### src/core/fpg_pkg.sv
package fpg_pkg;
  localparam int unsigned CLOCK_HZ = 20_000_000;
  localparam int unsigned POWER_UP_DELAY_US = 300;
  localparam int unsigned POWER_UP_DELAY_CYCLES = (POWER_UP_DELAY_US * (CLOCK_HZ / 1_000_000));
  localparam int unsigned BYTE_BITS = 8;
  localparam logic [7:0] OPC_RELEASE_FROM_DEEP_SLEEP = 8'hab;
  localparam logic [7:0] OPC_DEEP_SLEEP = 8'hb9;
  localparam logic [7:0] OPC_SOFT_RESTART = 8'hf0;
  localparam logic [7:0] OPC_WRITE_ENABLE = 8'h06;
  localparam logic [7:0] OPC_WRITE_DISABLE = 8'h04;
  typedef enum logic [2:0] {
    FPG_OFF,
    FPG_DELAY,
    FPG_STANDBY,
    FPG_DEEP_SLEEP
  } fpg_state_type;
endpackage

### src/core/fpg_cmd_if.sv
`timescale 1ns/1ps
interface fpg_cmd_if;
  logic cs_active;
  logic bit_strobe;
  logic bit_value;
  logic opcode_valid;
  logic [7:0] opcode;
  logic cmd_end;
  logic byte_aligned;
  modport framer (
    input cs_active, bit_strobe, bit_value,
    output opcode_valid, opcode, cmd_end, byte_aligned
  );
  modport gate (
    output cs_active, bit_strobe, bit_value,
    input opcode_valid, opcode, cmd_end, byte_aligned
  );
endinterface

### src/core/fpg_framer.sv
`timescale 1ns/1ps
module fpg_framer
  import fpg_pkg::*;
(
  input wire logic i_clock,
  input wire logic i_rst,
  fpg_cmd_if.framer cmd
);
  logic [2:0] cnt_q, cnt_d;
  logic [7:0] shift_q, shift_d;
  logic first_q, first_d;
  logic active_q;
  logic opv_d, end_d, algn_d;
  logic [7:0] opc_d;

  always_comb begin
    cnt_d = cnt_q;
    shift_d = shift_q;
    first_d = first_q;
    opv_d = 1'b0;
    opc_d = cmd.opcode;
    end_d = 1'b0;
    algn_d = cmd.byte_aligned;
    if (cmd.cs_active && cmd.bit_strobe) begin
      shift_d = {shift_q[6:0], cmd.bit_value};
      cnt_d = cnt_q + 3'h1;
      if (cnt_q == 3'(BYTE_BITS - 1) && first_q) begin
        opv_d = 1'b1;
        opc_d = {shift_q[6:0], cmd.bit_value};
        first_d = 1'b0;
      end
    end
    if (active_q && !cmd.cs_active) begin
      // The modulo-eight counter is zero exactly when the frame ended on a byte boundary.
      end_d = 1'b1;
      algn_d = (cnt_q == 3'h0);
      cnt_d = 3'h0;
      first_d = 1'b1;
    end
  end

  always_ff @(posedge i_clock) begin
    if (i_rst) begin
      cnt_q <= 3'h0;
      shift_q <= 8'h00;
      first_q <= 1'b1;
      active_q <= 1'b0;
      cmd.opcode_valid <= 1'b0;
      cmd.opcode <= 8'h00;
      cmd.cmd_end <= 1'b0;
      cmd.byte_aligned <= 1'b0;
    end else begin
      cnt_q <= cnt_d;
      shift_q <= shift_d;
      first_q <= first_d;
      active_q <= cmd.cs_active;
      cmd.opcode_valid <= opv_d;
      cmd.opcode <= opc_d;
      cmd.cmd_end <= end_d;
      cmd.byte_aligned <= algn_d;
    end
  end
endmodule

### src/core/fpg_gate.sv
`timescale 1ns/1ps
// Notes on behaviour
// - No command is accepted until initialization ends and standby is entered.
// - Modifying commands are checked for a clock count that is a multiple of eight.
// - In standby, unaligned modifying commands of eight or more clocks are dropped without executing and flagged by an o_discard pulse.
// - In deep sleep only the release opcode is honoured.
// - All instructions are ignored until the power-up delay elapses after supply good.
// - At the end of the power-up delay enter standby and clear the write enable latch.
// - Reset pin or soft restart command restarts initialization.
// - Commands are ignored while supply is below the cut-off level.
// - A dip that stays above cut-off keeps the initialized state.
module fpg_gate
  import fpg_pkg::*;
#(
  parameter int unsigned DELAY_CYCLES = POWER_UP_DELAY_CYCLES
)(
  input wire logic i_clock,
  input wire logic i_rst,
  input wire logic i_supply_good,
  input wire logic i_below_cutoff,
  input wire logic i_restart_pin,
  input wire logic i_cs_active,
  input wire logic i_sclk,
  input wire logic i_sdi,
  input wire logic i_cmd_modifies,
  output logic o_ready,
  output logic o_deep_sleep,
  output logic o_write_enable_latch,
  output logic o_opcode_valid,
  output logic [7:0] o_opcode,
  output logic o_execute,
  output logic o_discard
);
  localparam int unsigned CW = $clog2(DELAY_CYCLES + 1);

  // Every pin input except i_cmd_modifies crosses two flops before anything looks at it.
  logic [5:0] sync1_q, sync2_q;
  logic [5:0] sync1_d, sync2_d;
  logic sclk_prev_q;
  logic sclk_prev_d;
  logic good_s, cut_s, rstp_s, cs_s, sclk_s, sdi_s;

  fpg_state_type state_q, state_d;
  logic [CW-1:0] cnt_q, cnt_d;
  logic wel_d, ds_d, rdy_d, opv_d, exe_d, dis_d;
  logic [7:0] opc_d;
  logic mod_q, mod_d;
  logic live_q, live_d;

  fpg_cmd_if cmd ();

  assign good_s = sync2_q[0];
  assign cut_s = sync2_q[1];
  assign rstp_s = sync2_q[2];
  assign cs_s = sync2_q[3];
  assign sclk_s = sync2_q[4];
  assign sdi_s = sync2_q[5];
  assign cmd.cs_active = cs_s;
  assign cmd.bit_strobe = sclk_s && !sclk_prev_q;
  assign cmd.bit_value = sdi_s;

  fpg_framer u_framer (
    .i_clock(i_clock),
    .i_rst(i_rst),
    .cmd(cmd)
  );

  // The synchroniser only shifts pins along; nothing but stage two reads stage one.
  always_comb begin
    sync1_d = {i_sdi, i_sclk, i_cs_active, i_restart_pin, i_below_cutoff, i_supply_good};
    sync2_d = sync1_q;
    sclk_prev_d = sclk_s;
  end

  always_ff @(posedge i_clock) begin
    if (i_rst) begin
      sync1_q <= 6'h00;
      sync2_q <= 6'h00;
      sclk_prev_q <= 1'b0;
    end else begin
      sync1_q <= sync1_d;
      sync2_q <= sync2_d;
      sclk_prev_q <= sclk_prev_d;
    end
  end

  always_comb begin
    state_d = state_q;
    cnt_d = cnt_q;
    wel_d = o_write_enable_latch;
    ds_d = 1'b0;
    rdy_d = 1'b0;
    opv_d = 1'b0;
    opc_d = o_opcode;
    exe_d = 1'b0;
    dis_d = 1'b0;
    mod_d = mod_q;
    live_d = live_q;
    unique case (state_q)
      FPG_OFF: begin
        cnt_d = '0;
        wel_d = 1'b0;
        if (good_s && !cut_s) begin
          state_d = FPG_DELAY;
        end
      end
      FPG_DELAY: begin
        if (cnt_q >= CW'(DELAY_CYCLES - 1)) begin
          state_d = FPG_STANDBY;
          wel_d = 1'b0;
        end else begin
          cnt_d = cnt_q + CW'(1);
        end
      end
      FPG_STANDBY: begin
        rdy_d = 1'b1;
        if (cmd.opcode_valid) begin
          opv_d = 1'b1;
          opc_d = cmd.opcode;
          live_d = 1'b1;
          mod_d = 1'b0;
        end
        if (live_q && i_cmd_modifies) begin
          mod_d = 1'b1;
        end
        if (cmd.cmd_end && live_q) begin
          live_d = 1'b0;
          if ((mod_q || i_cmd_modifies) && !cmd.byte_aligned) begin
            dis_d = 1'b1;
          end else begin
            exe_d = 1'b1;
            if (o_opcode == OPC_WRITE_ENABLE) begin
              wel_d = 1'b1;
            end else if (o_opcode == OPC_WRITE_DISABLE) begin
              wel_d = 1'b0;
            end else if (o_opcode == OPC_DEEP_SLEEP) begin
              state_d = FPG_DEEP_SLEEP;
            end else if (o_opcode == OPC_SOFT_RESTART) begin
              state_d = FPG_DELAY;
              cnt_d = '0;
              wel_d = 1'b0;
            end
          end
        end
      end
      FPG_DEEP_SLEEP: begin
        // Release gives no execute pulse, so a sleeping part can never look busy.
        ds_d = 1'b1;
        live_d = 1'b0;
        if (cmd.cmd_end && cmd.byte_aligned && o_opcode == OPC_RELEASE_FROM_DEEP_SLEEP) begin
          state_d = FPG_STANDBY;
          ds_d = 1'b0;
        end
        if (cmd.opcode_valid) begin
          opc_d = cmd.opcode;
        end
      end
      default: begin
        state_d = FPG_OFF;
      end
    endcase
    // Cut-off forces a fresh initialization; a shallower dip leaves standby and deep sleep untouched but sends off or delay back to off.
    if (cut_s || !good_s) begin
      if (cut_s) begin
        state_d = FPG_OFF;
        live_d = 1'b0;
        rdy_d = 1'b0;
        opv_d = 1'b0;
        exe_d = 1'b0;
        dis_d = 1'b0;
        ds_d = 1'b0;
      end else if (state_q == FPG_OFF || state_q == FPG_DELAY) begin
        state_d = FPG_OFF;
      end
    end
    if (rstp_s && !cut_s) begin
      state_d = good_s ? FPG_DELAY : FPG_OFF;
      cnt_d = '0;
      wel_d = 1'b0;
      live_d = 1'b0;
      rdy_d = 1'b0;
      opv_d = 1'b0;
      exe_d = 1'b0;
      dis_d = 1'b0;
      ds_d = 1'b0;
    end
    // Nothing outside standby may launch a command, whatever the decode above did.
    if (state_q != FPG_STANDBY) begin
      exe_d = 1'b0;
      opv_d = 1'b0;
    end
  end

  always_ff @(posedge i_clock) begin
    if (i_rst) begin
      state_q <= FPG_OFF;
      cnt_q <= '0;
      mod_q <= 1'b0;
      live_q <= 1'b0;
      o_ready <= 1'b0;
      o_deep_sleep <= 1'b0;
      o_write_enable_latch <= 1'b0;
      o_opcode_valid <= 1'b0;
      o_opcode <= 8'h00;
      o_execute <= 1'b0;
      o_discard <= 1'b0;
    end else begin
      state_q <= state_d;
      cnt_q <= cnt_d;
      mod_q <= mod_d;
      live_q <= live_d;
      o_ready <= rdy_d;
      o_deep_sleep <= ds_d;
      o_write_enable_latch <= wel_d;
      o_opcode_valid <= opv_d;
      o_opcode <= opc_d;
      o_execute <= exe_d;
      o_discard <= dis_d;
    end
  end
endmodule

### config.mk
export PLATFORM = sky130hd
export DESIGN_NAME = fpg_gate
export DESIGN_NICKNAME = d
export VERILOG_FILES = /design/src/core/fpg_pkg.sv /design/src/core/fpg_cmd_if.sv /design/src/core/fpg_framer.sv /design/src/core/fpg_gate.sv
export SDC_FILE = /design/constraint.sdc
export NUM_CORES = 1
export LEC_CHECK = 0
export CAP_MARGIN = 10
export CORE_MARGIN = 2
export CORE_UTILIZATION = 50
export DETAILED_ROUTE_END_ITERATION = 8
export DONT_BUFFER_PORTS = 1
export GPL_TIMING_DRIVEN = 1
export SYNTH_ARGS = -nofsm -noshare
export SYNTH_HDL_FRONTEND = slang
export SYNTH_SLANG_ARGS = --single-unit
### constraint.sdc
create_clock -name i_clock -period 5.22 [get_ports i_clock]
set_input_delay 0.261 -clock i_clock [delete_from_list [all_inputs] [get_ports i_clock]]
set_output_delay 0.261 -clock i_clock [all_outputs]
set_load 0.02 [all_outputs]
# Word-level counts from Yosys, hierarchy flattened
# Cells that the tools add are included.
[classes]
add_sub_neg = 2
multipliers = 0
div_mod_pow = 0
order_cmp = 1
n_eq_ne = 20
shifts = 0
mux = 61
bitwise_logic = 1
n_reduce_logical = 33
[ops]
columns = ["cell", "count"]
rows = [
  ["2-to-1 mux 13 bit", 7],
  ["2-to-1 mux 3 bit", 13],
  ["one-hot mux 13 bit (3 select lines)", 1],
  ["2-to-1 mux 1 bit", 37],
  ["== test 8 bit, second input constant", 3],
  ["== test 8 x 3 -> 1 bit, second input constant", 2],
  ["!= test 2 bit, second input constant", 8],
  ["adder 13 x 1 -> 13 bit, second input constant", 1],
  [">= comparator 13 bit, second input constant", 1],
  ["one-hot mux 3 bit (4 select lines)", 1],
  ["logical AND 1 bit", 11],
  ["!= test 4 bit, second input constant", 2],
  ["AND reduction 8 bit", 1],
  ["OR reduction 2 bit", 4],
  ["== test 3 x 2 -> 1 bit, second input constant", 2],
  ["zero test 3 bit", 2],
  ["AND reduction 2 bit", 3],
  ["AND reduction 6 bit", 1],
  ["zero test 1 bit", 5],
  ["adder 3 x 1 -> 3 bit, second input constant", 1],
  ["== test 3 x 1 -> 1 bit, second input constant", 1],
  ["== test 3 bit, second input constant", 1],
  ["logical OR 1 bit", 3],
  ["!= test 3 x 2 -> 1 bit, second input constant", 1],
  ["other kinds (6)", 6],
]
[word_totals]
register_bits = 68
latchBits = 0
ramBits = 0
mem_bits_ro = 0
in_bits = 9
n_memories = 0

# Depth between registers and ports, before layout
# Gate-level depths: netlist of the first run.
[logic_depth]
word_depth = 12
depth_mapped = 7

# Hierarchy
# A second synthesis of the first run with hierarchy kept.
[unflattened]
hier_cells = 327
hier_area_um2 = 2851.5
[modules_own_cells]
columns = ["mod", "n_inst", "cells_per_inst", "area_per_inst_um2", "seq_area_each_um2"]
rows = [
  ["fpg_gate", 1, 228, 2018.2, 900.9],
  ["fpg_framer", 1, 99, 833.3, 460.4],
]

# Worst setup path before layout of the first run
# Ideal clock, no wire load.
[synth_path]
kind = "flip-flop to flip-flop"
from = "register cnt_q[0]"
to = "register cnt_q[6]"
setup_time_ns = 0.137
arrival_time_ns = 1.748
t_required_ns = 5.083
setup_slack_ns = 3.335
stages_incl_launch_ff = 8
path_buffers = 1
period_less_slack_ns = 1.885
path_cell_list = "dfxtp_1 > ha_1 > a2111oi_2 > nor3_2 > a41o_1 > buf_2 > o41ai_1 > a21oi_1"
[synth_via]
elab_chain_len = 3
[synth_lines]
columns = ["item", "line_no", "text"]
rows = [
  ["start, declared", "fpg_gate.sv:44", "logic [CW-1:0] cnt_q, cnt_d;"],
  ["start signal, assigned", "fpg_gate.sv:209", "cnt_q <= cnt_d;"],
  ["adder 13 x 1 -> 13 bit / >= comparator 13 bit (equally long branches)", "fpg_gate.sv:112, fpg_gate.sv:108", ""],
  ["2-to-1 mux 13 bit / != test 2 bit (equally long branches)", "-", ""],
  ["one-hot mux 13 bit (3 select lines) / AND reduction 8 bit (equally long branches)", "-", ""],
]
# Several ways; a longest one is shown, not always the timed one. The select of a mux whose other input is x is not followed.
# A chain may end at the register's enable or synchronous reset.

# Worst setup path after layout of the first run
[layout_path]
from = "register cnt_q[0]"
to = "register cnt_q[4]"
# The elaborated chain is that of the path after synthesis.

==> results of run 1 <==
where the power goes:
part	internal [mW]	switching, mW	leakage [nW]
Clock	0.269	0.208	0.102
Sequential	0.524	0.00465	0.551
Combinational	0.00958	0.0135	0.477
Total	0.803	0.226	1.13
path summary, 6_finish.rpt:
kind,to,slack (ns),cells past startpoint
worst max-delay path,cnt_q[4],3.02,6
worst min-delay path,sync1_q[1],0.04,1
worst max register to register,cnt_q[4],3.02,6
worst min register to register,sync2_q[0],0.44,1
routing by layer:
layer / wire length, µm / share of wire (%)
met4: 160 / 2.7
met3: 227 / 3.9
met2: 2720 / 46
met1: 2740 / 47
met5: 0 / 0
worst max-delay path, delay by kind of cell (launching register included):
family,cells,cell delay (ns)
DFF,1,0.39
adders and majority gates,1,0.26
AOI/OAI and AO/OA,3,0.82
and+or+nand+nor,2,0.64
kinds of logic (layout without fill, tap and decap cells):
logic type                 Yosys count  in the layout  synth area share [%]
AOI/OAI and AO/OA                   59             59                  13.3
xor gates and xnor gates             1              1                 0.303
adders and majority gates            4              4                  1.73
buffers and inverters               21             22                  3.12
DFF                                 68             68                  47.1
muxes                               13             13                  4.55
other                                1              1                 0.130
and+or+nand+nor                    158            158                  29.7
metrics by stage:
step	power (mW)	cells	worst slack, ns	instance area, µm²
2_1_floorplan	0.557	325	3.33	2890
3_3_place_gp	0.558	381	3.11	2910
3_5_place_dp	0.558	381	3.06	2910
4_1_cts	1.04	398	3.03	3140
5_1_grt	1.06	398	2.87	3140
6_report	1.03	398	3.02	3140
flip-flops by register name (all words and copies together), names as in the netlist:
| signal | cells |
|---|---|
| u_framer.cmd.opcode | 8 |
| u_framer.cmd.byte_aligned | 1 |
| cnt_q | 13 |
| sclk_prev_q | 1 |
| sync1_q | 6 |
| live_q | 1 |
| u_framer.cmd.cmd_end | 1 |
| u_framer.cnt_q | 3 |
| o_deep_sleep | 1 |
| o_opcode | 8 |
| u_framer.active_q | 1 |
| o_execute | 1 |
| o_ready | 1 |
| sync2_q | 6 |
| mod_q | 1 |
| o_opcode_valid | 1 |
| u_framer.cmd.opcode_valid | 1 |
| u_framer.first_q | 1 |
| u_framer.shift_q | 7 |
| o_discard | 1 |
| state_q | 3 |
| o_write_enable_latch | 1 |
cell type report:
class	instances	area share (%)
clock inverter	6	2.83
inverter	5	0.597
timing repair buffer	1	0.637
multi-input combinational	236	45.7
clock buffer	10	4.06
sequential	68	43.3
tap	72	2.87
timing repair:
action	CTS	global route
resized for setup	0	0
hold buffers	1	0
endpoints found under the hold margin	40	0
buffers inserted	0	0
layout by cell type, fill, tap and decap left out, types with 5 or more instances in the layout:
master and n:
mux2i_1 12, nor2b_1 15, nor2_1 23, dfxtp_1 68, nand2b_1 9, inv_1 5, o21ai_0 6, nor3_1 5
a21oi_1 27, clkbuf_8 9, nand2_1 52, nand3_1 9
==> results.py, run 1 <==
metrics = {
    "finish": {
        "drive_above_1_share_pct": 9.82,
        "multiInputGateArea_mm2": 0.00144,
        "regArea_mm2": 0.00136,
        "syn_to_final_growth_pct": 8.84,
        "diodes": 0,
        "final_util_pct": 56.8,
        "final_nets": 334,
        "fillers": 522,
    },
    "timing": {
        "slew_headroom_pct": 50.4,
        "tightest_slew_ns": 0.742,
        "maxSlewViolCount": 0,
        "finalClockSkew_ns": 0.00914,
        "period_minus_slack_ns": 2.20,
        "whs_ns": 0.0447,
        "setup_viol": 0,
        "max_freq_ghz": 0.455,
        "rsz0062_at_grt": "false",
        "fin_crit_sh_pct": 42.1,
        "setup_tns_ns": 0,
        "hold_violations": 0,
    },
    "clock_network": {
        "cts-root-buf": "clkbuf_8",
        "cts_buffers": 9,
        "cts_tree": "built",
        "h-tree-depth": 3,
        "clk_latency_ns": 0.34,
        "clkTransAtPathRegs_ns": 0.08,
        "clock_path_buffers": 2,
        "cts.sinks": 68,
    },
    "drt": {
        "drt_pre_antenna_iters": 4,
        "drc": 0,
        "postRouteAntennaNets": 0,
        "drt_iter0_drc": 116,
        "wirelength_mm": 5.85,
        "avgRoutedWirePerCell_um": 14.7,
        "vias": 2256,
        "avgViaCountPerCell": 5.67,
    },
    "pwr": {
        "power_density_mw_per_mm2": 327,
        "ir_drop_v": 0.000185,
        "leakage_nw": 1.13,
    },
    "synth": {
        "synth.top_cell.area_share_pct": 47.1,
        "synthDistinctLibCells": 57,
        "synth_area_leader_cell": "dfxtp_1",
        "syn_nets": 338,
        "yosysMostFrequentCell": "dfxtp_1",
        "ys_warn_count": 0,
        "ys_top_cells_by_area": "dfxtp_1 (47%), nand2_1 (6.8%), a21oi_1 (4.7%)",
        "syn-cell-area_mm2": 0.00289,
        "ys.flop_type": "dfxtp_1",
        "netlist_top_cells_count": "dfxtp_1 (68), nand2_1 (52), a21oi_1 (27)",
        "synth_edf_count": 0,
        "netlist_instances": 325,
        "synth-seq-area-share_pct": 47.1,
        "async_flop_share_pct": 0,
        "synth-seq-cells": 68,
        "syn_avg_cell_area_um2": 8.89,
    },
    "grt": {
        "grt_usage_pct": 21.0,
        "met2_usage_pct": 32.3,
        "grtUsageMet1_pct": 27.9,
        "grt_pass1_wl_mm": 10.3,
        "antenna_found_initial": 0,
        "use_met3_pct": 4.52,
        "grt.busiest_layer": "met2",
        "grt_overflow": 0,
        "grt_max_degree": 41,
        "grt_pass1_vias": 2125,
    },
    "placed_design": {
        "port_buffers": 0,
        "place_congestion": 0.848,
        "dp_hpwl_mm": 3.97,
    },
    "setup_path": {
        "arrival_ns": 2.47,
        "startpoint": "cnt_q[0]",
        "cp-start-kind": "register",
        "crit_required_ns": 5.49,
        "worstPathCellList": "ha_1 > a2111oi_2 > nor3_2 > a41o_1 > or4_1 > a21oi_1",
        "cpMaxStageDelayCell": "or4_1",
        "cp_max_fo": 15,
        "rr_startpoint": "cnt_q[0]",
        "endpoint_kind": "register",
        "cpPeakStageDelay_ns": 0.52,
        "critPathKind": "reg2reg",
    },
    "die": {
        "rows": 27,
        "die_w_um": 80.0,
        "die_h_um": 80.0,
        "start_util_pct": 52.1,
        "die-area_mm2": 0.00640,
        "io_pins": 23,
        "fp.coreArea_mm2": 0.00554,
    },
    "worst_hold_path": {
        "holdCritStartpoint": "i_below_cutoff",
        "hp-class": "in2reg",
    },
    "outcome": {
        "status": "completed",
    },
    "flow_run": {
        "drv_cap": 0,
    },
}
Power figures use the tool's default switching activity.
==> inputs of run 2 (changes only) <==
==> constraint.sdc (replaced) <==
create_clock -name i_clock -period 2.25 [get_ports i_clock]
set_input_delay 0.1125 -clock i_clock [delete_from_list [all_inputs] [get_ports i_clock]]
set_output_delay 0.1125 -clock i_clock [all_outputs]
set_load 0.02 [all_outputs]
==> results.py, run 2 (synthesized netlist as in run 1, its figures left out) <==
metrics = {
    "outcome": {
        "status": "completed",
    },
    "die": {
        "io_pins": 23,
        "die_h_um": 80.0,
        "die-area_mm2": 0.00640,
        "fp.coreArea_mm2": 0.00554,
        "die_w_um": 80.0,
        "rows": 27,
        "start_util_pct": 52.1,
    },
    "placed_design": {
        "place_congestion": 0.861,
        "dp_hpwl_mm": 4.12,
        "place_inst": 392,
        "port_buffers": 0,
        "placed_area_mm2": 0.00299,
    },
    "timing": {
        "rsz0062_at_grt": "true",
        "finalClockSkew_ns": 0.00525,
        "fin_crit_sh_pct": 93.1,
        "hold_violations": 0,
        "period_minus_slack_ns": 2.09,
        "maxSlewViolCount": 0,
        "max_freq_ghz": 0.477,
        "setup_viol": 0,
    },
    "clock_network": {
        "cts_tree": "built",
        "h-tree-depth": 3,
        "clock_path_buffers": 2,
        "clkTransAtPathRegs_ns": 0.07,
        "clk_latency_ns": 0.33,
        "cts.sinks": 68,
        "cts-root-buf": "clkbuf_8",
        "cts_buffers": 9,
        "postCtsSetupBuffers": 0,
    },
    "grt": {
        "grt_pass1_wl_mm": 10.4,
        "grt_pass1_vias": 2137,
        "grt_overflow": 0,
        "antenna_found_initial": 0,
        "grt_max_degree": 43,
        "grt_usage_pct": 21.4,
    },
    "finish": {
        "syn_to_final_growth_pct": 14.0,
        "fin_area_mm2": 0.00329,
        "final_util_pct": 59.5,
        "fillers": 502,
        "final_common_cell": "dfxtp_1",
        "largest_reg_flops": 13,
        "fin_cells": 416,
        "regMostFlops": "cnt_q",
        "diodes": 0,
        "drive_above_1_share_pct": 12.8,
        "largestRegisters": "cnt_q (13), o_opcode (8), u_framer.cmd.opcode (8)",
        "regArea_mm2": 0.00136,
        "multiInputGateArea_mm2": 0.00145,
        "layout_common_cells": "dfxtp_1 (68), nand2_1 (52), a21oi_1 (27)",
        "final_nets": 352,
    },
    "pwr": {
        "leakage_nw": 1.21,
        "p_total_mw": 2.30,
        "ir_drop_v": 0.000505,
        "power_density_mw_per_mm2": 698,
    },
    "setup_path": {
        "crit_required_ns": 2.52,
        "cpMaxStageDelayCell": "or4b_1",
        "cp_top_family": "compound AO/OA/AOI/OAI gates",
        "cp_max_fo": 15,
        "endpoint_kind": "register",
        "rr_startpoint": "cnt_q[0]",
        "worstPathCellList": "ha_1 > a2111oi_2 > nor3_2 > a41o_4 > or4b_1 > a21oi_1",
        "cp-start-kind": "register",
        "critPathKind": "reg2reg",
        "arrival_ns": 2.36,
        "startpoint": "cnt_q[0]",
        "crit_buf_inv": 0,
        "cpPeakStageDelay_ns": 0.47,
    },
    "drt": {
        "drt_iter0_drc": 142,
        "drc": 0,
        "wirelength_mm": 5.94,
        "avgViaCountPerCell": 5.53,
        "avgRoutedWirePerCell_um": 14.3,
        "vias": 2301,
        "postRouteAntennaNets": 0,
        "drt_pre_antenna_iters": 5,
    },
    "flow_run": {
        "drv_cap": 0,
    },
    "worst_hold_path": {
        "hp-class": "in2reg",
        "holdCritStartpoint": "i_rst",
    },
}
run 2: cell count changes in the layout (fill, tap and decap cells not counted), sizes merged:
cell and change:
bufinv -1, clkbuf +2, buf +11, clkinvlp -1
dlygate4sd3 +7
run 2: metrics by stage:
| step | setup TNS (ns) | hold WS (ns) | setup slack, ns |
|---|---|---|---|
| 3_5_place_dp | 0 | 0.187 | 0.0741 |
| 4_1_cts | 0 | 0.0219 | 0.0590 |
| 3_3_place_gp | 0 | 0.186 | 0.145 |
| 2_1_floorplan | 0 | 0.196 | 0.365 |
| 6_report | 0 | 0.0503 | 0.155 |
| 5_1_grt | -0.0169 | 0.0226 | -0.0102 |
run 2: layout make-up:
class	instances	share of cell area, %
flip-flops and latches	68	41.3
clock buffers	12	4.71
repair buffers	19	5.24
multi-input cells	236	44.0
inverters	5	0.570
well taps	72	2.73
clock inverters	4	1.44
run 2: worst paths after layout:
| kind | endpoint | slack, ns | depth (start not counted) |
|---|---|---|---|
| setup / recovery | cnt_q[6] | 0.16 | 6 |
| hold / removal | live_q | 0.05 | 2 |
| setup reg to reg | cnt_q[6] | 0.16 | 6 |
| hold reg to reg | sync2_q[2] | 0.43 | 1 |
run 2: what timing repair did:
item,CTS,global route
setup endpoints to repair,0,6
resized for setup,0,2
hold buffers,8,0
endpoints found under the hold margin,42,0
run 2: report_power, final:
group | total [mW] | internal (mW) | switching, mW
clock | 1.00 | 0.569 | 0.435
sequential | 1.23 | 1.22 | 0.00889
combinational | 0.0685 | 0.0327 | 0.0359
run 2: metal layers:
layer	track usage [%]	part of all wire [%]	up-vias	wire [µm]
met5	0	0	-	0
met4	8.47	0.86	0	51
met3	6.79	3.8	4	226
met2	33.6	48	39	2880
met1	27.2	47	1079	2780
li1	-	-	1179	-
==> inputs of run 3 (changes only) <==
==> constraint.sdc (replaced) <==
create_clock -name i_clock -period 2.25 [get_ports i_clock]
set_input_delay 0.1125 -clock i_clock [delete_from_list [all_inputs] [get_ports i_clock]]
set_output_delay 0.1125 -clock i_clock [all_outputs]
set_load 0.05 [all_outputs]
==> results.py, run 3 (synthesized netlist as in run 1, its figures left out) <==
metrics = {
    "pwr": {
        "ir_drop_v": 0.000477,
        "p_total_mw": 2.24,
        "leakage_nw": 1.21,
        "power_density_mw_per_mm2": 680,
    },
    "timing": {
        "finalClockSkew_ns": 0.00637,
        "max_freq_ghz": 0.478,
        "tightest_slew_ns": 0.524,
        "period_minus_slack_ns": 2.09,
        "hold_violations": 0,
        "fin_crit_sh_pct": 93.1,
        "rsz0062_at_grt": "false",
        "maxSlewViolCount": 0,
        "slew_headroom_pct": 65.0,
        "setup_tns_ns": 0,
        "setup_viol": 0,
    },
    "finish": {
        "drive_above_1_share_pct": 13.3,
        "largest_reg_flops": 13,
        "regMostFlops": "cnt_q",
        "regArea_mm2": 0.00136,
        "layout_common_cells": "dfxtp_1 (68), nand2_1 (52), a21oi_1 (27)",
        "final_nets": 354,
        "largestRegisters": "cnt_q (13), o_opcode (8), u_framer.cmd.opcode (8)",
        "multiInputGateArea_mm2": 0.00145,
        "fillers": 519,
        "diodes": 0,
        "final_common_cell": "dfxtp_1",
        "syn_to_final_growth_pct": 14.1,
    },
    "flow_run": {
        "drv_cap": 0,
    },
    "clock_network": {
        "cts-root-buf": "clkbuf_8",
        "cts_tree": "built",
        "clk_latency_ns": 0.34,
        "clkTransAtPathRegs_ns": 0.07,
        "h-tree-depth": 3,
        "cts.sinks": 68,
        "clock_path_buffers": 2,
        "cts_buffers": 9,
        "postCtsSetupBuffers": 0,
    },
    "drt": {
        "drc": 0,
        "avgRoutedWirePerCell_um": 14.6,
        "drt_iter0_drc": 129,
        "vias": 2350,
        "wirelength_mm": 6.08,
        "postRouteAntennaNets": 0,
        "drt_pre_antenna_iters": 4,
        "avgViaCountPerCell": 5.62,
    },
    "die": {
        "die_h_um": 80.0,
        "die-area_mm2": 0.00640,
        "fp.coreArea_mm2": 0.00554,
        "io_pins": 23,
        "rows": 27,
        "start_util_pct": 52.1,
        "die_w_um": 80.0,
    },
    "placed_design": {
        "port_buffers": 0,
        "dp_hpwl_mm": 4.13,
        "place_congestion": 0.918,
    },
    "grt": {
        "grt_overflow": 0,
        "grt_max_degree": 43,
        "grt_usage_pct": 20.9,
        "grt_pass1_vias": 2221,
        "grt_pass1_wl_mm": 10.4,
        "antenna_found_initial": 0,
    },
    "worst_hold_path": {
        "hp-class": "in2reg",
        "holdCritStartpoint": "i_rst",
        "hold_depth": 2,
        "min_to": "live_q",
    },
    "setup_path": {
        "startpoint": "cnt_q[0]",
        "r2r_setup_slack_ns": 0.16,
        "crit_required_ns": 2.52,
        "endpoint_kind": "register",
        "cp_max_fo": 15,
        "arrival_ns": 2.37,
        "critPathKind": "reg2reg",
        "r2r_cells": 6,
        "timing.rr.end": "cnt_q[6]",
        "rr_startpoint": "cnt_q[0]",
        "cp-start-kind": "register",
    },
    "outcome": {
        "status": "completed",
    },
}
[run 3: metrics by stage]
| step | instance area [µm²] | utilization, % | instances | hold slack (ns) | worst slack (ns) |
|---|---|---|---|---|---|
| final | 3300 | 59.5 | 418 | 0.0349 | 0.156 |
| after floorplan | 2890 | - | 325 | 0.196 | 0.157 |
| after global placement | 3010 | 54.2 | 394 | 0.186 | 0.153 |
| after CTS | 3280 | 59.3 | 418 | 0.0146 | 0.0673 |
| after detailed placement | 3010 | 54.2 | 394 | 0.187 | 0.0992 |
| after global routing | 3300 | 59.5 | 418 | 0.0430 | 0.0122 |
[run 3: per-layer routing]
layer	track usage [%]	share of wire (%)	vias up	wire, µm
met5	0	0	-	0
met4	9.66	1.7	0	106
met3	5.32	3.8	8	234
met2	33.0	49	50	2960
met1	26.8	46	1113	2790
li1	-	-	1179	-
[run 3: worst max-delay path, cell delays in order, from the launching register on]
cell	delay (ns)
dfxtp_1	0.38
ha_1	0.26
a2111oi_2	0.25
nor3_2	0.13
a41o_4	0.36
or4b_1	0.47
a21oi_1	0.16
[run 3: repair_timing]
item                                    in CTS  in global routing
endpoints found under the setup margin       0                  4
hold buffers                                 8                  0
endpoints found under the hold margin       42                  0
resized for setup                            0                  2
[run 3: report_power, final]
| part | switching, mW | internal, mW |
|---|---|---|
| Combinational | 0.0349 | 0.0327 |
| Sequential | 0.0102 | 1.22 |
| Clock | 0.456 | 0.489 |
[run 3: how the worst max path moves through the flow]
| stage | to | slack [ns] |
|---|---|---|
| 5_1_grt | cnt_q[11] | 0.01 |
| 2_1_floorplan | cnt_q[3] | 0.16 |
| 4_1_cts | cnt_q[11] | 0.07 |
| 3_5_place_dp | cnt_q[11] | 0.1 |
| 3_3_place_gp | cnt_q[11] | 0.15 |
| 6_report | cnt_q[6] | 0.16 |
[run 3: area by class of cell]
type / count / share of cell area [%]
repair buffers: 21 / 5.69
multi-input cells: 236 / 44.0
clock buffers: 13 / 5.13
well taps: 72 / 2.73
clock inverters: 3 / 0.607
flip-flops and latches: 68 / 41.3
inverters: 5 / 0.569
